--- config.mk ---
export PLATFORM = sky130hd
export DESIGN_NAME = srcm_supervisor
export DESIGN_NICKNAME = d
export VERILOG_FILES = /design/src/srcm_pkg.sv /design/src/srcm_supervisor.sv
export SDC_FILE = /design/constraint.sdc
export NUM_CORES = 1
export LEC_CHECK = 0
export CAP_MARGIN = 20
export CORE_UTILIZATION = 60
export CTS_CLUSTER_SIZE = 16
export DETAILED_ROUTE_END_ITERATION = 10
export DONT_BUFFER_PORTS = 1
export PLACE_DENSITY = 0.76
export SLEW_MARGIN = 0
export SYNTH_ARGS = -nofsm -noshare
export SYNTH_HDL_FRONTEND = slang
export SYNTH_SLANG_ARGS = --single-unit
--- constraint.sdc ---
create_clock -name clk_sys -period 2.8 [get_ports clk_sys]
set_clock_uncertainty 0.1 [all_clocks]
set_input_delay 0.14 -clock clk_sys [delete_from_list [all_inputs] [get_ports clk_sys]]
set_output_delay 0.14 -clock clk_sys [all_outputs]
set_load 0.01 [all_outputs]
--- src/srcm_pkg.sv ---
package srcm_pkg;
  // ****************************************************************
  // register map (word offsets as byte addresses)
  // ****************************************************************
  localparam logic [7:0] OFS_FLAGS = 8'h00;
  localparam logic [7:0] OFS_CTRL = 8'h04;
  localparam logic [7:0] OFS_STATUS = 8'h08;
  localparam logic [7:0] OFS_SETPT = 8'h0C;
  localparam logic [7:0] OFS_PREREG = 8'h18;
  localparam logic [7:0] OFS_PREREG_B = 8'h1C;
  localparam int FLG_INT = 0;
  localparam int FLG_LOGIC = 1;
  localparam int FLG_IO = 2;
  localparam int FLG_EXT = 3;
  localparam int FLG_CLK = 4;
  localparam int CTL_AUX_STOP = 0;
  localparam int CTL_SPREAD_EN = 1;
  localparam int CTL_SPREAD_DEPTH = 2;
  localparam int CTL_PUMP = 3;
  localparam int CTL_LOAD = 4;
  localparam logic [31:0] RD_UNMAPPED = 32'h0000_0000;
  // ****************************************************************
  // timing
  // ****************************************************************
  localparam int CLK_MHZ = 100;
  localparam int T_VINT_US = 1000;
  localparam int T_VINT_CYC = T_VINT_US * CLK_MHZ;
  localparam int T1_US = 10;
  localparam int T1_CYC = T1_US * CLK_MHZ;
  localparam int T_EXT_NS = 2000;
  localparam int T_EXT_CYC = (T_EXT_NS * CLK_MHZ + 999) / 1000;
  localparam int T_REC_MS = 45;
  localparam int T_REC_CYC = T_REC_MS * 1000 * CLK_MHZ;
  localparam int T2_US = 20;
  localparam int T2_CYC = T2_US * CLK_MHZ;
  localparam int OSC_NOM = 140;
  localparam int OSC_TOL = 35;
  localparam int SPREAD_NARROW_KHZ = 350;
  localparam int SPREAD_WIDE_KHZ = 700;
  localparam logic [9:0] SPREAD_NARROW = 10'(SPREAD_NARROW_KHZ);
  localparam logic [9:0] SPREAD_WIDE = 10'(SPREAD_WIDE_KHZ);

  typedef enum logic [1:0] {SRCM_RUN, SRCM_FAULT, SRCM_RECOVER} srcm_state_t;

  typedef struct packed {
    logic vint_a_uv;
    logic vint_d_uv;
    logic logic_5v_uv;
    logic io_uv;
    logic pwr_ov;
    logic pwr_uv;
    logic temp_warn;
  } srcm_supply_t;

  typedef struct packed {
    logic [4:0] valve_drivers;
    logic pump_predriver;
    logic [1:0] resistive_load_driver;
  } srcm_drive_t;
endpackage : srcm_pkg

--- src/srcm_supervisor.sv ---
`timescale 1ns/100ps
module srcm_supervisor
  import srcm_pkg::*;
#(
  parameter int FILT_CYC = T_VINT_CYC,
  parameter int REC_CYC = T_REC_CYC,
  parameter int WIN_CYC = T2_CYC
) (
  input wire logic clk_sys,
  input wire logic rst_n,
  input wire logic [7:0] avs_address,
  input wire logic avs_read,
  input wire logic avs_write,
  input wire logic [31:0] avs_writedata,
  input wire logic [3:0] avs_byteenable,
  output logic [31:0] avs_readdata,
  output logic avs_waitrequest,
  input wire srcm_supply_t supply_raw,
  input wire logic aux_osc_tick,
  input wire logic [9:0] prereg_supply_a,
  input wire logic [9:0] prereg_supply_b,
  input wire logic system_reset_line_n_in,
  output logic system_reset_line_n_out,
  output logic system_reset_line_n_oe,
  output srcm_drive_t drive,
  output logic [7:0] valve_setpoint,
  output logic aux_osc_enable,
  output logic spread_enable,
  output logic [9:0] spread_deviation_khz
);

  // ****************************************************************
  // input synchronisers
  // ****************************************************************
  srcm_supply_t sup_s1_reg, sup_reg;
  logic aux_s1_reg, aux_s2_reg, aux_s3_reg;
  logic line_s1_reg, line_reg;

  always_ff @(posedge clk_sys or negedge rst_n) begin
    if (!rst_n) begin
      sup_s1_reg <= '0;
      sup_reg <= '0;
      aux_s1_reg <= 1'b0;
      aux_s2_reg <= 1'b0;
      aux_s3_reg <= 1'b0;
      line_s1_reg <= 1'b1;
      line_reg <= 1'b1;
    end else begin
      sup_s1_reg <= supply_raw;
      sup_reg <= sup_s1_reg;
      aux_s1_reg <= aux_osc_tick;
      aux_s2_reg <= aux_s1_reg;
      aux_s3_reg <= aux_s2_reg;
      line_s1_reg <= system_reset_line_n_in;
      line_reg <= line_s1_reg;
    end
  end

  wire logic aux_edge = aux_s2_reg & ~aux_s3_reg;
  wire logic int_raw = sup_reg.vint_a_uv | sup_reg.vint_d_uv;
  // external reset only counts while we are not driving the line ourselves
  wire logic ext_raw = ~line_reg & ~system_reset_line_n_oe;

  // ****************************************************************
  // supply filters
  // ****************************************************************
  logic [23:0] int_cnt_reg, int_cnt_next;
  logic [23:0] io_cnt_reg, io_cnt_next;
  logic [23:0] ext_cnt_reg, ext_cnt_next;
  logic int_f_reg, int_f_next, io_f_reg, io_f_next, ext_f_reg, ext_f_next;
  logic lgc_f_reg, lgc_f_next;

  always_comb begin
    int_cnt_next = int_cnt_reg;
    int_f_next = int_f_reg;
    io_cnt_next = io_cnt_reg;
    io_f_next = io_f_reg;
    ext_cnt_next = ext_cnt_reg;
    ext_f_next = ext_f_reg;
    lgc_f_next = sup_reg.logic_5v_uv;
    if (int_raw == int_f_reg) begin
      int_cnt_next = '0;
    end else if (int_cnt_reg >= 24'(FILT_CYC - 1)) begin
      int_cnt_next = '0;
      int_f_next = int_raw;
    end else begin
      int_cnt_next = int_cnt_reg + 24'h1;
    end
    if (sup_reg.io_uv == io_f_reg) begin
      io_cnt_next = '0;
    end else if (io_cnt_reg >= 24'(T1_CYC - 1)) begin
      io_cnt_next = '0;
      io_f_next = sup_reg.io_uv;
    end else begin
      io_cnt_next = io_cnt_reg + 24'h1;
    end
    if (!ext_raw) begin
      ext_cnt_next = '0;
      ext_f_next = 1'b0;
    end else if (ext_cnt_reg >= 24'(T_EXT_CYC - 1)) begin
      ext_f_next = 1'b1;
    end else begin
      ext_cnt_next = ext_cnt_reg + 24'h1;
    end
  end

  always_ff @(posedge clk_sys or negedge rst_n) begin
    if (!rst_n) begin
      int_cnt_reg <= '0;
      io_cnt_reg <= '0;
      ext_cnt_reg <= '0;
      int_f_reg <= 1'b0;
      io_f_reg <= 1'b0;
      ext_f_reg <= 1'b0;
      lgc_f_reg <= 1'b0;
    end else begin
      int_cnt_reg <= int_cnt_next;
      io_cnt_reg <= io_cnt_next;
      ext_cnt_reg <= ext_cnt_next;
      int_f_reg <= int_f_next;
      io_f_reg <= io_f_next;
      ext_f_reg <= ext_f_next;
      lgc_f_reg <= lgc_f_next;
    end
  end

  // ****************************************************************
  // clock monitor
  // ****************************************************************
  logic [15:0] win_reg, win_next;
  logic [15:0] aux_cnt_reg, aux_cnt_next;
  logic clk_fail, mon_on;
  logic [4:0] flags_reg, flags_next;
  logic aux_stop_reg;
  srcm_state_t st_reg, st_next;

  assign mon_on = (st_reg == SRCM_RUN) & ~aux_stop_reg & ~flags_reg[FLG_CLK];

  always_comb begin
    win_next = win_reg;
    aux_cnt_next = aux_cnt_reg;
    clk_fail = 1'b0;
    if (!mon_on) begin
      win_next = '0;
      aux_cnt_next = '0;
    end else if (win_reg >= 16'(WIN_CYC - 1)) begin
      win_next = '0;
      aux_cnt_next = '0;
      clk_fail = (aux_cnt_reg < 16'(WIN_CYC * (OSC_NOM - OSC_TOL) / 1000))
               | (aux_cnt_reg > 16'(WIN_CYC * (OSC_NOM + OSC_TOL) / 1000));
    end else begin
      win_next = win_reg + 16'h1;
      aux_cnt_next = aux_cnt_reg + {15'h0, aux_edge};
    end
  end

  always_ff @(posedge clk_sys or negedge rst_n) begin
    if (!rst_n) begin
      win_reg <= '0;
      aux_cnt_reg <= '0;
    end else begin
      win_reg <= win_next;
      aux_cnt_reg <= aux_cnt_next;
    end
  end

  // ****************************************************************
  // reset sequencer
  // ****************************************************************
  logic [23:0] rec_reg, rec_next;
  logic fault_any, clk_fault_reg, clk_fault_next;
  logic line_low_next;

  assign fault_any = int_f_reg | io_f_reg | lgc_f_reg | ext_f_reg;

  always_comb begin
    st_next = st_reg;
    rec_next = rec_reg;
    clk_fault_next = 1'b0;
    case (st_reg)
      SRCM_RUN: begin
        if (fault_any | clk_fail) begin
          st_next = SRCM_FAULT;
          clk_fault_next = clk_fail;
        end
      end
      SRCM_FAULT: begin
        rec_next = '0;
        if (!fault_any) begin
          st_next = SRCM_RECOVER;
        end
      end
      SRCM_RECOVER: begin
        if (fault_any) begin
          st_next = SRCM_FAULT;
        end else if (rec_reg >= 24'(REC_CYC - 1)) begin
          st_next = SRCM_RUN;
        end else begin
          rec_next = rec_reg + 24'h1;
        end
      end
      default: st_next = SRCM_FAULT;
    endcase
    // external reset holds line from outside; we drive for the others
    line_low_next = (st_next != SRCM_RUN) & ~ext_f_reg;
  end

  always_ff @(posedge clk_sys or negedge rst_n) begin
    if (!rst_n) begin
      st_reg <= SRCM_FAULT;
      rec_reg <= '0;
      clk_fault_reg <= 1'b0;
    end else begin
      st_reg <= st_next;
      rec_reg <= rec_next;
      clk_fault_reg <= clk_fault_next;
    end
  end

  // ****************************************************************
  // registers and bus slave
  // ****************************************************************
  logic [7:0] ctrl_reg, ctrl_next, setpt_reg, setpt_next;
  logic [31:0] rd_reg, rd_next;
  logic wait_reg, wait_next;
  logic pwr_bad, hit_rd, hit_wr;

  assign pwr_bad = sup_reg.pwr_ov | sup_reg.pwr_uv;
  assign aux_stop_reg = ctrl_reg[CTL_AUX_STOP];
  // one wait cycle: request taken on first edge, answered on the next
  assign hit_rd = avs_read & wait_reg;
  assign hit_wr = avs_write & wait_reg;

  always_comb begin
    flags_next = flags_reg;
    ctrl_next = ctrl_reg;
    setpt_next = setpt_reg;
    rd_next = rd_reg;
    wait_next = 1'b1;
    if (avs_read | avs_write) begin
      wait_next = ~wait_reg;
    end
    if (hit_rd) begin
      case (avs_address)
        OFS_FLAGS: begin
          rd_next = {27'h0, flags_reg};
          flags_next = 5'h0;
        end
        OFS_CTRL: rd_next = {24'h0, ctrl_reg};
        OFS_STATUS: rd_next = {29'h0, sup_reg.temp_warn, pwr_bad,
                               st_reg == SRCM_RUN};
        OFS_SETPT: rd_next = {24'h0, setpt_reg};
        OFS_PREREG: rd_next = {22'h0, prereg_supply_a};
        OFS_PREREG_B: rd_next = {22'h0, prereg_supply_b};
        default: rd_next = RD_UNMAPPED;
      endcase
    end
    if (hit_wr & avs_byteenable[0]) begin
      case (avs_address)
        OFS_FLAGS: flags_next = flags_reg & ~avs_writedata[4:0];
        OFS_CTRL: ctrl_next = avs_writedata[7:0];
        OFS_SETPT: setpt_next = avs_writedata[7:0];
        default: ;
      endcase
    end
    // registers reinitialise while in reset, flags preserved
    if (st_reg != SRCM_RUN) begin
      ctrl_next = '0;
      setpt_next = '0;
    end
    if (pwr_bad) begin
      setpt_next = '0;
      ctrl_next[CTL_PUMP] = 1'b0;
    end
    // set beats clear
    if (int_f_reg) begin
      flags_next = 5'h0;
      flags_next[FLG_INT] = 1'b1;
    end else if (clk_fault_reg) begin
      flags_next = 5'h0;
      flags_next[FLG_INT] = flags_reg[FLG_INT];
      flags_next[FLG_CLK] = 1'b1;
    end
    if (io_f_reg) flags_next[FLG_IO] = 1'b1;
    if (lgc_f_reg) flags_next[FLG_LOGIC] = 1'b1;
    if (ext_f_reg) flags_next[FLG_EXT] = 1'b1;
  end

  always_ff @(posedge clk_sys or negedge rst_n) begin
    if (!rst_n) begin
      flags_reg <= 5'h0;
      ctrl_reg <= '0;
      setpt_reg <= '0;
      rd_reg <= '0;
      wait_reg <= 1'b1;
    end else begin
      flags_reg <= flags_next;
      ctrl_reg <= ctrl_next;
      setpt_reg <= setpt_next;
      rd_reg <= rd_next;
      wait_reg <= wait_next;
    end
  end

  // ****************************************************************
  // outputs
  // ****************************************************************
  srcm_drive_t drv_next;
  logic drv_ok;

  always_comb begin
    drv_ok = st_next == SRCM_RUN;
    drv_next.valve_drivers = {5{drv_ok & ~pwr_bad}};
    drv_next.pump_predriver = drv_ok & ~pwr_bad & ctrl_next[CTL_PUMP];
    drv_next.resistive_load_driver = {2{drv_ok & ctrl_next[CTL_LOAD]}};
  end

  always_ff @(posedge clk_sys or negedge rst_n) begin
    if (!rst_n) begin
      drive <= '0;
      valve_setpoint <= '0;
      aux_osc_enable <= 1'b0;
      spread_enable <= 1'b0;
      spread_deviation_khz <= '0;
      avs_readdata <= '0;
      avs_waitrequest <= 1'b1;
      system_reset_line_n_out <= 1'b0;
      system_reset_line_n_oe <= 1'b1;
    end else begin
      drive <= drv_next;
      valve_setpoint <= setpt_next;
      aux_osc_enable <= ~ctrl_next[CTL_AUX_STOP];
      spread_enable <= ctrl_next[CTL_SPREAD_EN];
      spread_deviation_khz <= ctrl_next[CTL_SPREAD_DEPTH] ?
                              SPREAD_WIDE : SPREAD_NARROW;
      avs_readdata <= rd_next;
      avs_waitrequest <= wait_next;
      system_reset_line_n_out <= 1'b0;
      system_reset_line_n_oe <= line_low_next;
    end
  end
endmodule : srcm_supervisor

==> summary.txt <==
yosys warns -> 0
CP Cell Sequence -> ha_1, nand4_1, a211oi_2, nor4_4, o21ai_1, buf_4, or4_1, a21oi_1
design area -> 9580 sq um
DP Cell Count -> 968
Routed WL per cell -> 16.0 um
Hold Crit Class -> input pin to async pin
Total GRT Usage -> 24.0%
chip height -> 121 um
asr flop ratio synth -> 100%
slowest stage cell, crit path -> or4_1
Max VDD drop -> 0.386 mV
CP peak stage delay -> 520 ps
storage element area -> 4840 sq um
P per Cell Area -> 591 nW/um^2
routed via count -> 5852
Total Wirelength -> 16500 um
Final Hold Vio Count -> 193
Final Cycle Share -> 92.6%
CP endpoint kind -> flip-flop
Final Slew Violations -> 0
FILL cells -> 993
vias in the first global route -> 5760
Worst-Skew Late Latency -> 430 ps
Buffers on Ports -> 0
Site Rows -> 43
DRT iter0 DRCs -> 445
Mapped Cells -> 794
crit-path max FO -> 15
hold_ws -> -699 ps
crit path DAT -> 2840 ps
Final Setup Violations -> 0
WP depth -> 8
DR pass1 iterations -> 7
Layout Cells excl Fill -> 1031
Post-synth EDFFs -> 0
Setup WS pre-CTS -> 240 ps
H-tree levels -> 4
violated checks -> hold timing
initial core utilization -> 61.4%
Mapped Area -> 8530 sq um
Min Clock Period, post-route -> 2590 ps
Worst Setup Start Kind -> flip-flop
Max Fclk -> 0.386 GHz
outcome -> complete, but fails checks
area of the multi-input gates -> 3490 sq um
Mean Syn Cell Area -> 10.7 sq um
GP Congestion -> 0.863
Finished Core Util -> 69.0%
Synth cell types -> 60
core area -> 13900 sq um
IO Pins -> 140
CTS buffer count -> 17
Die ar. -> 14700 sq um
Worst R2R End -> rec_reg[17]
slew of the pin with the lowest slew margin -> 740 ps
Seq cells post-synth -> 193
Post-DP HPWL -> 11200 um
Area after DPL -> 8620 sq um
hold buffer count at CTS -> 31
Main synth FF type -> dfrtp_1
MaxCap Viol Count -> 0
fraction of layout cells with a size suffix above 1 -> 7.29%
post-synthesis sequential area ratio -> 56.7%
clock tree sinks -> 193
Crit path max-delay family -> simple AND/OR/NAND/NOR gates
reg-to-reg startpoint -> rec_reg[0]
initial antenna violation count -> 0
gr ovfl total -> 0
max_slew headroom -> 50.5%
FF-to-FF path depth -> 8
postcts setup bufs -> 0
Max Root-Sink Buffers -> 2
first-pass GRT wire length -> 27200 um
die span in x -> 121 um
largest net degree at the start of global routing -> 194
# DRC -> 0
DRT antenna net count -> 0
Crit Path Class -> flip-flop to flip-flop
Pleak -> 0.00427 uW
final net count -> 922
setup TNS -> 0 ps
root buf cell -> clkbuf_16
Worst-path clk slew -> 70 ps
CP bufs+invs -> 1
commonest non-fill, non-tap cells in the layout -> dfrtp_1 (188), nor2_1 (92), nand2_1 (52)
Vias/cell -> 5.68
diodes inserted -> 0
commonest non-fill, non-tap cell in the layout -> dfrtp_1
unrepaired setup endpoints after global routing -> false
R2R Setup Slk -> 210 ps
worst path required time -> 3050 ps
TritonCTS clock tree -> built
final setup margin -> 208 ps
Area growth syn-to-layout -> 12.4%
stage by stage:
| step | total power [uW] | hold WS [ps] |
|---|---|---|
| 6_report | 5670 | -699 |
| 5_1_grt | 5840 | -717 |
| 4_1_cts | 5700 | -710 |
| 3_5_place_dp | 3010 | -251 |
| 3_3_place_gp | 3010 | -251 |
| 2_1_floorplan | 3030 | -256 |
final cells by class:
class                      instances  area share (%)
clock buffer                      18            4.48
clock inverter                    14            2.36
inverter                           6           0.235
multi-input combinational        583            36.4
sequential                       193            50.5
tap                              180            2.35
timing repair buffer              37            3.71
cell families (layout without fill, tap and decap cells):
kind of cell,after synthesis,in the layout,synth area share [%]
fa+ha+maj,7,7,1.03
other cells,2,51,0.0880
mux,30,30,3.65
flops,193,193,56.7
xor+xnor,54,54,5.54
buf+inv,67,75,4.58
simple gates,328,328,19.9
compound gates,113,113,8.49
power by group:
| group | internal, uW | leakage [uW] | total (uW) | switching, uW |
|---|---|---|---|---|
| Combinational | 62.5 | 0.00141 | 149 | 86.3 |
| Clock | 1600 | 0.000311 | 2660 | 1060 |
| Sequential | 2830 | 0.00255 | 2860 | 25.9 |
| Total | 4500 | 0.00427 | 5670 | 1170 |
layer usage:
layer	track usage, %	vias up	wire length (um)	part of all wire, %
met2	40.4	195	8170	49
met1	30.1	2831	7080	43
li1	-	2792	-	-
met5	0	-	0	0
met3	5.36	34	948	5.7
met4	9.41	0	322	1.9
cell usage after synthesis (4+ instances only):
cell type / number / share of area [%]
nand2_1: 53 / 2.3
ha_1: 7 / 1.0
nor2_1: 92 / 4.0
and3_1: 28 / 2.1
dfrtp_1: 188 / 55
o31ai_1: 8 / 0.70
buf_1: 5 / 0.22
dfstp_2: 5 / 1.5
xor2_1: 35 / 3.6
nand2b_1: 9 / 0.66
xnor2_1: 19 / 2.0
nor4_1: 14 / 1.0
o21ai_0: 23 / 1.3
clkbuf_1: 17 / 0.75
nand3_1: 27 / 1.6
mux2_2: 9 / 1.2
nor3_1: 12 / 0.70
or2_2: 4 / 0.29
a21oi_1: 40 / 2.3
and2_1: 22 / 1.6
o211ai_1: 7 / 0.62
nor2b_1: 6 / 0.44
or4_1: 8 / 0.70
or3_1: 15 / 1.1
nand4_1: 21 / 1.5
mux2i_1: 21 / 2.5
nor3b_1: 5 / 0.44
buf_4: 36 / 3.2
inv_1: 6 / 0.26
worst max-delay path by stage:
stage                from          end  slack (ps)
2_1_floorplan  rec_reg[0]  rec_reg[20]         500
3_3_place_gp   win_reg[0]     drive[2]         310
3_5_place_dp   rec_reg[0]  rec_reg[17]         240
4_1_cts        rec_reg[0]  rec_reg[17]         210
5_1_grt        win_reg[0]     drive[2]          80
6_report       rec_reg[0]  rec_reg[17]         210
timing repair:
| action | CTS | global route |
|---|---|---|
| resized for setup | 0 | 1 |
| endpoints found under the setup margin | 0 | 1 |
| hold endpoints to repair | 238 | 193 |
No activity file was read; power rests on OpenSTA's default activity.
